[src/pkg/timer16_pkg.sv]
package timer16_pkg;

   // bus and datapath widths
   localparam int ADDR_W    = 8;
   localparam int DATA_W    = 8;
   localparam int CNT_W     = 16;
   localparam int IRQ_W     = 3;
   localparam int PRESCALE_W = 10;

   // register byte addresses
   localparam logic [7:0] OFS_CTRL_A   = 8'h2f;
   localparam logic [7:0] OFS_CTRL_B   = 8'h2e;
   localparam logic [7:0] OFS_CNT_L    = 8'h2c;
   localparam logic [7:0] OFS_CNT_H    = 8'h2d;
   localparam logic [7:0] OFS_CMPA_L   = 8'h2a;
   localparam logic [7:0] OFS_CMPA_H   = 8'h2b;
   localparam logic [7:0] OFS_CMPB_L   = 8'h28;
   localparam logic [7:0] OFS_CMPB_H   = 8'h29;
   localparam logic [7:0] OFS_IRQ_MASK = 8'h0c;
   localparam logic [7:0] OFS_IRQ_STAT = 8'h0b;

   // reset values and writable bits
   localparam logic [7:0] CTRL_RESET     = 8'h00;
   localparam logic [7:0] CTRL_A_WMASK   = 8'hf3;
   localparam logic [7:0] CTRL_B_WMASK   = 8'hdf;
   localparam logic [7:0] BYTE_ZERO      = 8'h00;
   localparam logic [2:0] IRQ_ZERO       = 3'h0;

   // control field positions
   localparam int COM_A_MSB = 7;
   localparam int COM_A_LSB = 6;
   localparam int COM_B_MSB = 5;
   localparam int COM_B_LSB = 4;
   localparam int WGM_LO_MSB = 1;
   localparam int WGM_LO_LSB = 0;
   localparam int WGM_HI_MSB = 4;
   localparam int WGM_HI_LSB = 3;
   localparam int CS_MSB    = 2;
   localparam int CS_LSB    = 0;

   // interrupt status and mask bits
   localparam int IRQ_OVF  = 0;
   localparam int IRQ_CMPA = 1;
   localparam int IRQ_CMPB = 2;

   // count limits
   localparam logic [15:0] TOP_MAX = 16'hffff;
   localparam logic [15:0] TOP_8   = 16'h00ff;
   localparam logic [15:0] TOP_9   = 16'h01ff;
   localparam logic [15:0] TOP_10  = 16'h03ff;
   localparam logic [15:0] BOTTOM  = 16'h0000;
   localparam logic [15:0] CNT_ONE = 16'h0001;

   // prescaler taps
   localparam logic [9:0] DIV8_MASK    = 10'h007;
   localparam logic [9:0] DIV64_MASK   = 10'h03f;
   localparam logic [9:0] DIV256_MASK  = 10'h0ff;
   localparam logic [9:0] DIV1024_MASK = 10'h3ff;
   localparam logic [9:0] DIV_ONE      = 10'h001;

   typedef enum logic [3:0] {
      MODE_NORMAL   = 4'b0000,
      MODE_PC8      = 4'b0001,
      MODE_PC9      = 4'b0010,
      MODE_PC10     = 4'b0011,
      MODE_CTC_CMP  = 4'b0100,
      MODE_FAST8    = 4'b0101,
      MODE_FAST9    = 4'b0110,
      MODE_FAST10   = 4'b0111,
      MODE_PFC_CAP  = 4'b1000,
      MODE_PFC_CMP  = 4'b1001,
      MODE_PC_CAP   = 4'b1010,
      MODE_PC_CMP   = 4'b1011,
      MODE_CTC_CAP  = 4'b1100,
      MODE_RESERVED = 4'b1101,
      MODE_FAST_CAP = 4'b1110,
      MODE_FAST_CMP = 4'b1111
   } wave_mode_t;

   typedef enum logic [2:0] {
      CS_STOP     = 3'b000,
      CS_DIV1     = 3'b001,
      CS_DIV8     = 3'b010,
      CS_DIV64    = 3'b011,
      CS_DIV256   = 3'b100,
      CS_DIV1024  = 3'b101,
      CS_EXT_FALL = 3'b110,
      CS_EXT_RISE = 3'b111
   } clock_sel_t;

   localparam logic [1:0] COM_OFF    = 2'b00;
   localparam logic [1:0] COM_TOGGLE = 2'b01;
   localparam logic [1:0] COM_CLEAR  = 2'b10;
   localparam logic [1:0] COM_SET    = 2'b11;

endpackage

[src/timer16_tick_prescaler.sv]
`timescale 1ns/1ps
module timer16_tick_prescaler
   import timer16_pkg::*;
(
   input  wire logic       ref_clk,
   input  wire logic       resetn,
   input  wire logic [2:0] clock_select,
   input  wire logic       ext_clock_pin,
   output logic            timer_tick
);

   typedef struct packed {
      logic [PRESCALE_W-1:0] div;
      logic                  ext_prev;
      logic                  tick;
   } presc_state_t;

   presc_state_t st_reg;
   presc_state_t st_next;
   clock_sel_t   sel;

   // free running divider; taps give one-cycle enables, never a derived clock
   always_comb begin
      st_next          = st_reg;
      sel              = clock_sel_t'(clock_select);
      st_next.div      = st_reg.div + DIV_ONE;
      st_next.ext_prev = ext_clock_pin;
      case (sel)
         CS_STOP:     st_next.tick = 1'b0;
         CS_DIV1:     st_next.tick = 1'b1;
         CS_DIV8:     st_next.tick = (st_reg.div & DIV8_MASK) == DIV8_MASK;
         CS_DIV64:    st_next.tick = (st_reg.div & DIV64_MASK) == DIV64_MASK;
         CS_DIV256:   st_next.tick = (st_reg.div & DIV256_MASK) == DIV256_MASK;
         CS_DIV1024:  st_next.tick = st_reg.div == DIV1024_MASK;
         CS_EXT_FALL: st_next.tick = st_reg.ext_prev && !ext_clock_pin;
         CS_EXT_RISE: st_next.tick = !st_reg.ext_prev && ext_clock_pin;
         default:     st_next.tick = 1'b0;
      endcase
   end

   always_ff @(posedge ref_clk or negedge resetn) begin
      if (!resetn) begin
         st_reg <= '0;
      end else begin
         st_reg <= st_next;
      end
   end

   assign timer_tick = st_reg.tick;
endmodule // timer16_tick_prescaler

[src/timer16_waveform_mode_control.sv]
// Local design decision: the address-and-strobe port.
`timescale 1ns/1ps
module timer16_waveform_mode_control
   import timer16_pkg::*;
(
   input  wire logic              ref_clk,
   input  wire logic              resetn,
   input  wire logic [ADDR_W-1:0] reg_addr,
   input  wire logic [DATA_W-1:0] reg_wdata,
   input  wire logic              reg_write,
   input  wire logic              reg_read,
   output logic       [DATA_W-1:0] reg_rdata,
   input  wire logic              ext_clock_pin,
   input  wire logic [CNT_W-1:0]  capture_value,
   output logic                   compare_out_a,
   output logic                   compare_out_b,
   output logic                   pin_override_a,
   output logic                   pin_override_b,
   output logic                   irq
);

   typedef struct packed {
      logic [DATA_W-1:0] ctrl_a;
      logic [DATA_W-1:0] ctrl_b;
      logic [DATA_W-1:0] temp;
      logic [CNT_W-1:0]  cnt;
      logic [CNT_W-1:0]  cmp_a_buf;
      logic [CNT_W-1:0]  cmp_a;
      logic [CNT_W-1:0]  cmp_b_buf;
      logic [CNT_W-1:0]  cmp_b;
      logic              count_down;
      logic              block_match;
      logic [IRQ_W-1:0]  irq_stat;
      logic [IRQ_W-1:0]  irq_mask;
      logic              out_a;
      logic              out_b;
      logic              drive_a;
      logic              drive_b;
      logic              irq;
      logic [DATA_W-1:0] rdata;
   } wave_state_t;

   wave_state_t      st_reg;
   wave_state_t      st_next;
   wave_mode_t       mode;
   logic             timer_tick;
   logic [CNT_W-1:0] top_val;
   logic [CNT_W-1:0] top_mask;
   logic             is_fast;
   logic             is_dual;
   logic             is_pc;
   logic             immediate;
   logic             run;
   logic             at_top;
   logic             at_bottom;
   logic             match_a;
   logic             match_b;
   logic             ovf_evt;
   logic             update_evt;
   logic [IRQ_W-1:0] irq_evt;
   logic [CNT_W-1:0] wr_word;

   // tick source; stays a clock enable so no second domain exists
   timer16_tick_prescaler u_prescaler (
      .ref_clk       (ref_clk),
      .resetn        (resetn),
      .clock_select  (st_reg.ctrl_b[CS_MSB:CS_LSB]),
      .ext_clock_pin (ext_clock_pin),
      .timer_tick    (timer_tick)
   );

   // next pin level for one channel from its output-mode code
   function automatic logic next_out(
      input logic [1:0] com,
      input logic       fast,
      input logic       dual,
      input logic       match,
      input logic       ignore,
      input logic       bottom,
      input logic       up,
      input logic       toggle_ok,
      input logic       cur
   );
      logic o;
      o = cur;
      case (com)
         COM_TOGGLE: begin
            if (match && (!(fast || dual) || toggle_ok)) begin
               o = !cur;
            end
         end
         COM_CLEAR: begin
            if (fast) begin
               if (bottom) begin
                  o = 1'b1;
               end
               if (match && !ignore) begin
                  o = 1'b0;
               end
            end else if (dual) begin
               if (match) begin
                  o = !up;
               end
            end else if (match) begin
               o = 1'b0;
            end
         end
         COM_SET: begin
            if (fast) begin
               if (bottom) begin
                  o = 1'b0;
               end
               if (match && !ignore) begin
                  o = 1'b1;
               end
            end else if (dual) begin
               if (match) begin
                  o = up;
               end
            end else if (match) begin
               o = 1'b1;
            end
         end
         default: o = cur; // code 00 leaves the pin to the port
      endcase
      return o;
   endfunction

   // mode decode: count sequence, top source and update point
   always_comb begin
      mode = wave_mode_t'({st_reg.ctrl_b[WGM_HI_MSB:WGM_HI_LSB],
                           st_reg.ctrl_a[WGM_LO_MSB:WGM_LO_LSB]});
      top_val   = TOP_MAX;
      top_mask  = TOP_MAX;
      is_fast   = 1'b0;
      is_pc     = 1'b0;
      is_dual   = 1'b0;
      immediate = 1'b0;
      case (mode)
         MODE_NORMAL:   immediate = 1'b1;
         MODE_CTC_CMP:  begin
            immediate = 1'b1;
            top_val   = st_reg.cmp_a;
         end
         MODE_CTC_CAP:  begin
            immediate = 1'b1;
            top_val   = capture_value;
         end
         MODE_PC8:      begin
            is_pc    = 1'b1;
            top_val  = TOP_8;
            top_mask = TOP_8;
         end
         MODE_PC9:      begin
            is_pc    = 1'b1;
            top_val  = TOP_9;
            top_mask = TOP_9;
         end
         MODE_PC10:     begin
            is_pc    = 1'b1;
            top_val  = TOP_10;
            top_mask = TOP_10;
         end
         MODE_PC_CAP:   begin
            is_pc   = 1'b1;
            top_val = capture_value;
         end
         MODE_PC_CMP:   begin
            is_pc   = 1'b1;
            top_val = st_reg.cmp_a;
         end
         MODE_FAST8:    begin
            is_fast  = 1'b1;
            top_val  = TOP_8;
            top_mask = TOP_8;
         end
         MODE_FAST9:    begin
            is_fast  = 1'b1;
            top_val  = TOP_9;
            top_mask = TOP_9;
         end
         MODE_FAST10:   begin
            is_fast  = 1'b1;
            top_val  = TOP_10;
            top_mask = TOP_10;
         end
         MODE_FAST_CAP: begin
            is_fast = 1'b1;
            top_val = capture_value;
         end
         MODE_FAST_CMP: begin
            is_fast = 1'b1;
            top_val = st_reg.cmp_a;
         end
         MODE_PFC_CAP:  begin
            is_dual = 1'b1;
            top_val = capture_value;
         end
         MODE_PFC_CMP:  begin
            is_dual = 1'b1;
            top_val = st_reg.cmp_a;
         end
         default:       immediate = 1'b0; // reserved: held stopped
      endcase
      is_dual = is_dual || is_pc;
   end

   // counter, compare units, flags and the register port
   always_comb begin
      st_next    = st_reg;
      run        = timer_tick && (mode != MODE_RESERVED);
      at_top     = st_reg.cnt == top_val;
      at_bottom  = st_reg.cnt == BOTTOM;
      match_a    = run && !st_reg.block_match && (st_reg.cnt == st_reg.cmp_a);
      match_b    = run && !st_reg.block_match && (st_reg.cnt == st_reg.cmp_b);
      wr_word    = {st_reg.temp, reg_wdata};
      // overflow point per mode family
      if (is_fast) begin
         ovf_evt = run && at_top;
      end else if (is_dual) begin
         ovf_evt = run && at_bottom && st_reg.count_down;
      end else begin
         ovf_evt = run && (st_reg.cnt == TOP_MAX);
      end
      // double-buffer load point
      if (is_pc) begin
         update_evt = run && at_top && !st_reg.count_down;
      end else begin
         update_evt = run && at_bottom && (is_fast || is_dual);
      end
      // count sequence
      if (run) begin
         if (is_dual) begin
            if (!st_reg.count_down && at_top) begin
               st_next.count_down = 1'b1;
               st_next.cnt        = st_reg.cnt - CNT_ONE;
            end else if (st_reg.count_down && at_bottom) begin
               st_next.count_down = 1'b0;
               st_next.cnt        = st_reg.cnt + CNT_ONE;
            end else if (st_reg.count_down) begin
               st_next.cnt = st_reg.cnt - CNT_ONE;
            end else begin
               st_next.cnt = st_reg.cnt + CNT_ONE;
            end
         end else begin
            st_next.count_down = 1'b0;
            st_next.cnt        = at_top ? BOTTOM : st_reg.cnt + CNT_ONE;
         end
         st_next.block_match = 1'b0;
      end
      if (update_evt) begin
         st_next.cmp_a = st_reg.cmp_a_buf;
         st_next.cmp_b = st_reg.cmp_b_buf;
      end
      // output waveform per channel; B never toggles in PWM modes
      st_next.out_a = next_out(st_reg.ctrl_a[COM_A_MSB:COM_A_LSB], is_fast, is_dual, match_a,
                               is_fast && (st_reg.cmp_a == top_val), run && at_bottom,
                               !st_reg.count_down, mode[3], st_reg.out_a);
      st_next.out_b = next_out(st_reg.ctrl_a[COM_B_MSB:COM_B_LSB], is_fast, is_dual, match_b,
                               is_fast && (st_reg.cmp_b == top_val), run && at_bottom,
                               !st_reg.count_down, 1'b0, st_reg.out_b);
      irq_evt = '0;
      irq_evt[IRQ_OVF]  = ovf_evt;
      irq_evt[IRQ_CMPA] = match_a;
      irq_evt[IRQ_CMPB] = match_b;
      // register writes; a counter write suppresses the next tick's match
      if (reg_write) begin
         if (reg_addr == OFS_CTRL_A) begin
            st_next.ctrl_a = reg_wdata & CTRL_A_WMASK;
         end else if (reg_addr == OFS_CTRL_B) begin
            st_next.ctrl_b = reg_wdata & CTRL_B_WMASK;
         end else if (reg_addr == OFS_CNT_H || reg_addr == OFS_CMPA_H ||
                      reg_addr == OFS_CMPB_H) begin
            st_next.temp = reg_wdata;
         end else if (reg_addr == OFS_CNT_L) begin
            st_next.cnt         = wr_word;
            st_next.block_match = 1'b1;
         end else if (reg_addr == OFS_CMPA_L) begin
            st_next.cmp_a_buf = wr_word & top_mask;
            if (immediate) begin
               st_next.cmp_a = wr_word & top_mask;
            end
         end else if (reg_addr == OFS_CMPB_L) begin
            st_next.cmp_b_buf = wr_word & top_mask;
            if (immediate) begin
               st_next.cmp_b = wr_word & top_mask;
            end
         end else if (reg_addr == OFS_IRQ_MASK) begin
            st_next.irq_mask = reg_wdata[IRQ_W-1:0];
         end
      end
      // reads: data in the following cycle only, zero elsewhere
      st_next.rdata = BYTE_ZERO;
      st_next.irq_stat = st_reg.irq_stat | irq_evt;
      if (reg_read) begin
         if (reg_addr == OFS_CTRL_A) begin
            st_next.rdata = st_reg.ctrl_a;
         end else if (reg_addr == OFS_CTRL_B) begin
            st_next.rdata = st_reg.ctrl_b;
         end else if (reg_addr == OFS_CNT_L) begin
            st_next.rdata = st_reg.cnt[7:0];
            st_next.temp  = st_reg.cnt[15:8]; // high byte frozen with the low
         end else if (reg_addr == OFS_CNT_H) begin
            st_next.rdata = st_reg.temp;
         end else if (reg_addr == OFS_CMPA_L) begin
            st_next.rdata = st_reg.cmp_a_buf[7:0];
         end else if (reg_addr == OFS_CMPA_H) begin
            st_next.rdata = st_reg.cmp_a_buf[15:8];
         end else if (reg_addr == OFS_CMPB_L) begin
            st_next.rdata = st_reg.cmp_b_buf[7:0];
         end else if (reg_addr == OFS_CMPB_H) begin
            st_next.rdata = st_reg.cmp_b_buf[15:8];
         end else if (reg_addr == OFS_IRQ_MASK) begin
            st_next.rdata = {{(DATA_W-IRQ_W){1'b0}}, st_reg.irq_mask};
         end else if (reg_addr == OFS_IRQ_STAT) begin
            st_next.rdata    = {{(DATA_W-IRQ_W){1'b0}}, st_reg.irq_stat};
            st_next.irq_stat = irq_evt; // read clears, a new event still wins
         end
      end
      st_next.drive_a = |st_next.ctrl_a[COM_A_MSB:COM_A_LSB];
      st_next.drive_b = |st_next.ctrl_a[COM_B_MSB:COM_B_LSB];
      st_next.irq     = |(st_next.irq_stat & st_next.irq_mask);
   end

   always_ff @(posedge ref_clk or negedge resetn) begin
      if (!resetn) begin
         st_reg        <= '0;
         st_reg.ctrl_a <= CTRL_RESET;
         st_reg.ctrl_b <= CTRL_RESET;
      end else begin
         st_reg <= st_next;
      end
   end

   assign reg_rdata      = st_reg.rdata;
   assign compare_out_a  = st_reg.out_a;
   assign compare_out_b  = st_reg.out_b;
   assign pin_override_a = st_reg.drive_a;
   assign pin_override_b = st_reg.drive_b;
   assign irq            = st_reg.irq;
endmodule // timer16_waveform_mode_control

[config.mk]
export PLATFORM = sky130hd
export DESIGN_NAME = timer16_waveform_mode_control
export DESIGN_NICKNAME = d
export VERILOG_FILES = /design/src/pkg/timer16_pkg.sv /design/src/timer16_tick_prescaler.sv /design/src/timer16_waveform_mode_control.sv
export SDC_FILE = /design/constraint.sdc
export NUM_CORES = 1
export LEC_CHECK = 0
export BUFFER_PORTS_ARGS = -buffer_cell sky130_fd_sc_hd__buf_2
export CAP_MARGIN = 25
export CORE_MARGIN = 2
export CORE_UTILIZATION = 30
export CTS_CLUSTER_SIZE = 25
export DETAILED_ROUTE_END_ITERATION = 16
export PLACE_DENSITY = 0.44
export SYNTH_ARGS = -nofsm -noshare
export SYNTH_HDL_FRONTEND = slang
export SYNTH_SLANG_ARGS = --single-unit
[constraint.sdc]
create_clock -name ref_clk -period 3.75 [get_ports ref_clk]
set_input_delay 0 -clock ref_clk [delete_from_list [all_inputs] [get_ports ref_clk]]
set_output_delay 0 -clock ref_clk [all_outputs]
set_load 0.05 [all_outputs]
======== After elaboration in Yosys (flattened, before gate mapping) ========
Index checks and enable logic that the tools add are counted.
storage, ports and cells
  bits in registers ....................... 134
  bits of input ports ..................... 37
operators by class
  $add $sub $neg .......................... 3
  equal/unequal tests ..................... 59
  muxes and demuxes ....................... 101
  bitwise logic cells ..................... 8
  reduce and logical (&&, ||, !) cells .... 58
operators with widths
  kind                   count
  $mux 16                11
  $mux 8                 16
  $mux 104               1
  $mux 32                3
  $mux 96                1
  $mux 88                1
  $eq 16x16->1           5
  $mux 80                1
  $pmux 16 s5            1
  $eq 8x6->1 const B     8
  $mux 64                1
  $mux 3                 21
  $pmux 16 s3            1
  $mux 1                 40
  $eq 4x4->1 const B     7
  $logic_and 1x1->1      20
  $ne 4x4->1 const B     5
  $reduce_and 6->1       3
  $add 16x1->16 const B  1
  $and 16x16->16         1
  $eq 16x16->1 const B   1
  $eq 4x3->1 const B     4
  $eq 8x4->1 const B     2
  $logic_not 16->1       1
  other kinds (32)       73

======== Longest topological paths before layout ========
Gate-level depths: netlist of run 1.
  word-level depth ........................ 20
  depth in mapped cells ................... 15

======== Hierarchy ========
A second synthesis of run 1 with hierarchy kept.
second synthesis, totals
  cell total of the unflattened synthesis .. 1239
  area, all modules ....................... 10060.9 µm²
modules (own cells, without submodules)
  module                         times used  cells an instance  area each (µm²)  sequential area each (µm²)
  timer16_waveform_mode_control  1           1196               9527.9           3052.9
  timer16_tick_prescaler         1           43                 533.0            300.3

======== Least setup slack after synthesis of run 1 ========
OpenSTA, ideal clock, no wires.
  path type ............................... flip-flop to flip-flop
  from .................................... reg st_reg (netlist bit mode[0])
  to ...................................... reg st_reg[93] (netlist bit)
  data arrival time ....................... 3.317 ns
  path slack .............................. 0.346 ns
  stages on the path, launching flop included .. 13
  clock period less this slack ............ 3.404 ns
  cell sequence ........................... dfrtp_1 -> buf_6 -> buf_6 -> or4b_4 -> buf_6 -> o22ai_1 -> a2bb2oi_1 -> and4b_2 -> a41oi_1 -> nor2_1 -> mux2_2 -> or4_1 -> o211ai_1
RTL lines
  element                 line                                  text
  start, declared         timer16_waveform_mode_control.sv:43   wave_state_t st_reg;
  start signal, assigned  timer16_waveform_mode_control.sv:331  st_reg <= st_next;

======== Worst setup path after layout of run 1 ========
  from .................................... reg st_reg (netlist bit mode[0])
  to ...................................... reg st_reg (netlist bit compare_out_a)
on the way
  cells in the longest elaborated chain, start to end .. 10
  elaborated cells on any way between the ends .. 53
  classes of those cells .................. eq/ne: 21; mux: 11; reduce/logical: 21
RTL lines
  element                                                       line                                                                                                            text
  $eq 4x3->1, or another cell as far along                      timer16_waveform_mode_control.sv:139                                                                            case (mode)
  $reduce_or 4->1 (no line), or another cell as far along       -
  $pmux 16 s5 / $mux 1 (equally long branches)                  timer16_waveform_mode_control.sv:139
  $eq 16x16->1 / $logic_or 1x1->1 (equally long branches)       timer16_waveform_mode_control.sv:257, timer16_waveform_mode_control.sv:205
  $logic_and 1x1->1 / $logic_or 1x1->1 (equally long branches)  timer16_waveform_mode_control.sv:257, timer16_waveform_mode_control.sv:88
  $logic_not 1->1 (on tied branches)                            timer16_waveform_mode_control.sv:97, timer16_waveform_mode_control.sv:113, timer16_waveform_mode_control.sv:88
  $logic_and 1x1->1 / $logic_or 1x1->1 (equally long branches)  timer16_waveform_mode_control.sv:97, timer16_waveform_mode_control.sv:113, timer16_waveform_mode_control.sv:88
  $mux 1, or another cell as far along                          timer16_waveform_mode_control.sv:113                                                                            if (match && !ignore) begin
  $mux 1, or another cell as far along                          timer16_waveform_mode_control.sv:109                                                                            if (fast) begin
  $pmux 1 s3 / $reduce_and 6->1 (equally long branches)         -
Several ways; a longest one is shown, not always the timed one.
A chain may end at the register's enable or synchronous reset.

==> key figures, run 1 <==
Run status
  • Status: finished clean

Power
  • P per Cell Area: 475.6 mW/mm²
  • Psw: 0.001967 W
  • P_leak: 4.712 nW
  • Register share of total power: 34.1%
  • Clock group share of total power: 36.0%
  • Switching part of the total: 37.34%
  • Gate power share: 29.8%
  • Cell Int Power: 0.003301 W
  • VDD IR max: 0.0003220 V

Clock network
  • Root Driver: clkbuf_16
  • Worst-Skew Late Latency: 0.44 ns
  • Cts bufs inserted: 17
  • TritonCTS Sinks: 134
  • Worst-path clk slew: 0.07 ns
  • Post-CTS setup buffer count: 0
  • Deepest clock path buffer count: 2
  • CTS tree: done
  • Max H-tree Level: 4

Floorplanning
  • Die area: 0.03276 mm²
  • Initial core utilization: 30.57%
  • Row count: 64
  • Die span in y: 181 µm
  • Core box area: 0.03075 mm²
  • I/O pin cnt: 50
  • DIE WIDTH: 181 µm

Worst setup path
  • Worst reg-to-reg path cell count: 12
  • Worst path max stage delay: 0.59 ns
  • Worst setup SP type: flop
  • Max FO, Critical Path: 22
  • Worst path bufs/invs: 3
  • Endpoint class of the critical path: flop
  • WS Path Type: reg -> reg
  • CP Cell Sequence: clkinv_1, buf_4, o21ai_1, nand2_1, a2111oi_1, o2111ai_1, nor4_1, nand4_1, o21ai_1, buf_4, nand3_1, o221a_2
  • Crit path launch: mode[0]
  • R2R setup slack: 0.11 ns
  • WP data required: 4.08 ns
  • Max stage delay cell, worst path: dfrtp_4
  • Crit path DAT: 3.96 ns
  • Reg2Reg Launch Point: mode[0]
  • Reg2reg end: compare_out_a
  • Top Family by Delay on Critical Path: compound AO/OA/AOI/OAI gates

Layout
  • Non-Filler Instances: 1593
  • Nets: 1224
  • Fin area: 0.01108 mm²
  • P&R area growth vs syn: 17.86%
  • Layout cells sized above 1: 19.15%
  • Final core occ: 36.03%
  • Max FFs per register: 105

Timing
  • Final Cycle Share: 96.95%
  • Crit path time final: 3.636 ns
  • Max Clk Rate: 0.2750 GHz
  • Setup violations, final: 0
  • Worst-Margin Slew: 0.9186 ns
  • RSZ-0062 raised after global routing: false
  • Relative slew margins: 38.11%
  • Max Slew Vio Count: 0
  • Fin. Hold Viols: 0
  • Post-Route Skew: 0.01566 ns

Global route
  • Largest net degree at the start of global routing: 83
  • Gr usage total: 25.19%
  • Number of global-route vias before repair: 8962
  • Overflow after GRT: 0
  • First-pass GRT wire length: 60610 µm
  • Initial antenna violation count: 0

Yosys
  • Post-synth top area cell: dfrtp_1
  • Seq/Total Area, Yosys: 35.68%
  • Synth warn: 0
  • Number of synthesized flops with an enable pin: 0
  • Synth top area share: 35.68%
  • Yosys reg bits: 134
  • Synth top area cells: dfrtp_1 36%, a21oi_1 4.9%, mux2_2 4.4%
  • Most numerous cell in the Yosys netlist: dfrtp_1
  • Commonest cells in the synthesized netlist: 134 x dfrtp_1, 95 x nand2_1, 92 x a21oi_1
  • Synth cell types: 79
  • Mapped Area: 0.009399 mm²
  • Synth Flop Type: dfrtp_1
  • Syn Inst Count: 1123
  • Mean Syn Cell Area: 8.370 µm²
  • Syn Nets: 1164
  • Asr flop ratio synth: 100.0%

Drt
  • DRC: 0
  • Routed WL: 41120 µm
  • Pre-antenna DRT Iters: 6
  • Vias: 9302
  • DR iter-0 viols: 947
  • Avg WL per Cell: 25.81 µm
  • Post-DRT Antenna Nets: 0
  • Via/cell ratio: 5.839

Min path
  • Worst hold endpoint: st_reg[56]
  • Hold_sp: reg_wdata[3]
  • Hold Path Class: in -> reg
  • Hold Crit Depth: 3

Placed design
  • PortBufs: 49
  • HPWL after detailed placement: 30630 µm
  • Placed cell count: 1554
  • Placed cell areas: 0.01033 mm²
  • Routability cong.: 0.9847

Flow run
  • MaxCap Viol Count: 0
## power by group through the flow
stage               combinational [W]  clock, W  sequential (W)
detailed placement            0.00153         0         0.00181
CTS                           0.00154   0.00192         0.00179
finish                        0.00157   0.00190         0.00180
global route                  0.00168   0.00199         0.00180
floorplan                    0.000984         0         0.00167
global placement              0.00154         0         0.00182
## area by class of cell
cell class / count / area [µm²]
Fill cell: 3258 / 19670
Timing Repair Buffer: 137 / 939.7
Multi-Input combinational cell: 849 / 5468
Antenna cell: 1 / 2.502
Clock inverter: 14 / 211.5
Inverter: 44 / 165.2
Sequential cell: 134 / 3357
Tap cell: 396 / 495.5
Clock buffer: 18 / 439.2
## tightest hold or removal path, stage by stage
cell    delay [ns]
buf_2         0.21
nor2_1        0.14
nor2_1        0.05
## worst max path at each step
stage                          endpoint  slack (ns)  depth (start not counted)
after detailed placement  compare_out_a       -0.30                         12
after floorplan              st_reg[93]        0.35                         12
final                     compare_out_a        0.11                         12
after global routing         st_reg[62]        0.07                         12
after global placement    compare_out_a       -0.31                         12
after CTS                 compare_out_a        0.08                         12
## metrics by stage
step / setup TNS [ns] / hold slack (ns) / power (W) / setup slack, ns
6_report: 0 / 0.01509 / 0.005269 / 0.1143
5_1_grt: 0 / 0.002197 / 0.005478 / 0.07244
2_1_floorplan: 0 / -0.2956 / 0.002657 / 0.3462
4_1_cts: 0 / 0.0003923 / 0.005251 / 0.08175
3_3_place_gp: -0.3052 / 0.1447 / 0.003355 / -0.3052
3_5_place_dp: -0.2972 / 0.1521 / 0.003343 / -0.2972
## cells in the final DEF (no fill, tap or decap), types with 9 or more instances in the layout
cell type	count
inv_1	43
mux2_2	37
o21ai_0	75
nand2_1	95
nor2_1	88
a211oi_1	12
a31oi_1	10
buf_2	48
and3_1	14
o211ai_1	17
a21oi_1	91
nand3_1	36
mux2i_1	28
nor2b_1	14
a22oi_1	9
nand4_1	13
dfrtp_1	133
buf_4	81
xnor2_1	39
nor3_1	35
o22ai_1	39
clkbuf_16	17
nor4_1	22
xor2_1	27
nand2b_1	17
## kinds of logic (layout without fill, tap and decap cells)
logic type,Yosys count,count (layout),share of synthesized area [%]
other,0,1,0
DFF,134,134,35.68
muxes,70,70,8.533
and+or+nand+nor,378,378,20.14
xor gates and xnor gates,66,66,6.150
AOI/OAI and AO/OA,331,331,22.46
adders and majority gates,4,4,0.5325
buffers and inverters,140,213,6.509
## timing repair
action / in CTS / in global routing
gates resized for setup: 3 / 5
hold endpoints to repair: 92 / 0
hold buffers: 6 / 0
pin swaps: 0 / 1
endpoints found under the setup margin: 1 / 21
## per-layer routing
metal  GRT usage (%)  wire, µm  part of all wire, %  up-vias
met3           5.059      2711                  6.6       77
met4           8.553      1119                  2.7        0
li1                -         -                    -     4218
met5               0         0                    0        -
met2           39.66     18710                   46      405
met1           34.53     18580                   45     4602
No activity file was read; power rests on OpenSTA's default activity.
==> run 2, diff against run 1 <==
--- a/config.mk
+++ b/config.mk
@@ -11,6 +11,7 @@
 export CORE_UTILIZATION = 30
 export CTS_CLUSTER_SIZE = 25
 export DETAILED_ROUTE_END_ITERATION = 16
+export GPL_TIMING_DRIVEN = 0
 export PLACE_DENSITY = 0.44
 export SYNTH_ARGS = -nofsm -noshare
 export SYNTH_HDL_FRONTEND = slang
==> run 2 against run 1 <==
Compared with the run above: register-to-register slack gained 0.02 ns; hold slack improved by 0.0083 ns; wire length is 0.23% higher; critical endpoint is now st_reg[54]; setup slack better by 0.016 ns; highest routed layer unchanged.
==> key figures, run 2 (synthesis gave the netlist of run 1 again) <==
Timing
  • Worst-Margin Slew: 1.048 ns (+0.1293 ns)
  • Final Cycle Share: 96.53% (-0.43 points)
  • Relative slew margins: 29.89% (-8.2 points)
  • Hold WS: 0.02338 ns (+0.008288 ns)
  • Fin. Hold Viols: 0 (unchanged)
  • Setup violations, final: 0 (unchanged)
  • Post-Route Skew: 0.01811 ns (+0.002451 ns)
  • RSZ-0062 raised after global routing: false
  • Crit path time final: 3.620 ns (-0.01598 ns)
  • Max Clk Rate: 0.2763 GHz (+0.44%)
  • Max Slew Vio Count: 0 (unchanged)

Worst setup path
  • Endpoint class of the critical path: flop
  • WS Path Type: reg -> reg
  • WP data required: 4.11 ns (+0.03 ns)
  • Worst path max stage delay: 0.55 ns (-0.04 ns)
  • Reg2reg end: st_reg[54]
  • Reg2Reg Launch Point: mode[0]
  • Worst setup SP type: flop
  • CP most frequent cell: buf_6
  • Worst reg-to-reg path cell count: 13 (+1)
  • Max FO, Critical Path: 10 (-55%)
  • Crit path DAT: 3.98 ns (+0.02 ns)
  • Crit path launch: mode[0]
  • R2R setup slack: 0.13 ns (+0.02 ns)
  • Max stage delay cell, worst path: or4_4
  • Worst path bufs/invs: 4 (+1)
  • CP Cell Sequence: buf_6, buf_6, or4b_4, buf_6, o221ai_1, o311a_1, and4b_2, nand4_4, or4_4, o21ai_4, buf_4, o22ai_1, nor2_1
  • Top Family by Delay on Critical Path: simple AND/OR/NAND/NOR gates

Drt
  • DR iter-0 viols: 1066 (+13%)
  • DRC: 0 (unchanged)
  • Pre-antenna DRT Iters: 6 (unchanged)
  • Routed WL: 41220 µm (+0.23%)
  • Avg WL per Cell: 25.66 µm (-0.58%)
  • Vias: 9449 (+1.6%)
  • Via/cell ratio: 5.884 (+0.76%)
  • Post-DRT Antenna Nets: 0 (unchanged)

Floorplanning
  • Row count: 64 (unchanged)
  • Die span in y: 181 µm (unchanged)
  • I/O pin cnt: 50 (unchanged)
  • DIE WIDTH: 181 µm (unchanged)
  • Core box area: 0.03075 mm² (unchanged)
  • Die area: 0.03276 mm² (unchanged)
  • Initial core utilization: 30.57% (unchanged)

Layout
  • P&R area growth vs syn: 17.48%
  • Fillers: 3255 (-0.092%)
  • Layout cells sized above 1: 16.69% (-2.5 points)
  • Most frequent cells in the layout: 134 x dfrtp_1, 95 x nand2_1, 90 x a21oi_1, 87 x nor2_1, 70 x o21ai_0
  • Max FFs per register: 105 (unchanged)
  • Fin area: 0.01104 mm² (-0.33%)
  • Most common cell after layout, fill and taps aside: dfrtp_1
  • Nets: 1238 (+1.1%)
  • Final core occ: 35.91% (-0.12 points)
  • Diodes inserted: 0 (-1)

Placed design
  • PortBufs: 40 (-18%)
  • HPWL after detailed placement: 30550 µm (-0.27%)
  • Routability cong.: 0.9480 (-3.7%)
  • Placed cell areas: 0.01014 mm² (-1.9%)

Power
  • P per Cell Area: 461.6 mW/mm² (-2.9%)
  • P_leak: 4.587 nW (-2.7%)
  • VDD IR max: 0.0003207 V (-0.40%)

Clock network
  • Worst-Skew Late Latency: 0.45 ns (about the same)
  • TritonCTS Sinks: 134 (unchanged)
  • Max H-tree Level: 4 (unchanged)
  • Root Driver: clkbuf_16
  • Worst-path clk slew: 0.07 ns (about the same)
  • Cts bufs inserted: 17 (unchanged)
  • CTS tree: done
  • Deepest clock path buffer count: 2 (unchanged)

Min path
  • Hold Path Class: in -> reg
  • Hold Crit Depth: 3 (unchanged)
  • Hold_sp: reg_wdata[5]
  • Worst hold endpoint: st_reg[58]

Global route
  • Overflow after GRT: 0 (unchanged)
  • Initial antenna violation count: 2 (+2)
  • Number of global-route vias before repair: 9036 (+0.83%)
  • First-pass GRT wire length: 60380 µm (-0.38%)
  • Gr usage total: 25.11% (-0.083 points)
  • Largest net degree at the start of global routing: 74 (-11%)

Flow run
  • MaxCap Viol Count: 0 (unchanged)

Run status
  • Status: finished clean
-- run 2: cell count changes in the layout (fill, tap and decap cells not counted), moves of 3 or more --
| cell | delta |
|---|---|
| buf_1 | +13 |
| buf_4 | -67 |
| buf_6 | +6 |
| clkbuf_1 | +49 |
| clkbuf_2 | +10 |
| clkinv_2 | +3 |
| inv_1 | -3 |
| inv_2 | +3 |
| nor4_1 | -3 |
| o21ai_0 | -5 |
| o21ai_2 | +3 |
-- run 2: how the worst max path moves through the flow --
stage / endpoint / slack, ns / cells after the start
detailed placement: st_reg[33] / -0.90 / 10
finish: st_reg[54] / 0.13 / 13
CTS: st_reg[93] / 0.01 / 13
global placement: st_reg[36] / -0.92 / 10
global route: st_reg[33] / 0.005 / 11
floorplan: st_reg[93] / 0.35 / 12
-- run 2: area by class of cell --
cell class                 count  area (µm²)  share of cell area (%)
sequential                   134        3353                   30.37
clock buffer                  17       425.4                   3.853
multi-input combinational    849        5598                   50.70
timing repair buffer          57       381.6                   3.456
inverter                      44       165.2                   1.496
clock inverter                15       167.7                   1.518
buffer                        94       455.4                   4.125
tap                          396       495.5                   4.487
-- run 2: worst register-to-register path, delay by kind of cell, from the launching register on --
| family | cells | cell delay [ns] |
|---|---|---|
| AO/OA/AOI/OAI | 4 | 0.84 |
| flip-flops | 1 | 0.37 |
| buffers and inverters | 4 | 0.67 |
| AND/OR/NAND/NOR | 5 | 1.65 |
-- run 2: report_power, final --
group / switching (W) / total (W) / internal [W] / leakage [nW]
clock: 0.000739 / 0.00174 / 0.000996 / 0.296
sequential: 0.000173 / 0.00174 / 0.00156 / 1.63
combinational: 0.00108 / 0.00163 / 0.000544 / 2.66
-- run 2: what timing repair did --
item,CTS,global route
endpoints found under the setup margin,43,43
resized for setup,27,35
setup buffers,0,6
endpoints found under the hold margin,67,0
hold buffers,8,0
pin swaps,0,5
-- run 2: through the flow --
| stage | setup WS [ns] | setup TNS, ns | std cells | power (W) |
|---|---|---|---|---|
| 5_1_grt | 0.004926 | 0 | 1606 | 0.005311 |
| 4_1_cts | 0.009757 | 0 | 1601 | 0.005039 |
| 6_report | 0.1303 | 0 | 1606 | 0.005097 |
| 2_1_floorplan | 0.3462 | 0 | 1123 | 0.002657 |
| 3_3_place_gp | -0.9181 | -22.20 | 1559 | 0.003255 |
| 3_5_place_dp | -0.8952 | -20.93 | 1562 | 0.003246 |
-- run 2: per-layer routing --
metal  GRT usage [%]  vias to the layer above  part of all wire, %
li1                -                     4249                    -
met1           33.75                     4662                   44
met2           39.17                      460                   45
met3           5.523                       78                  7.4
met4           10.21                        0                  3.7
met5               0                        -                    0
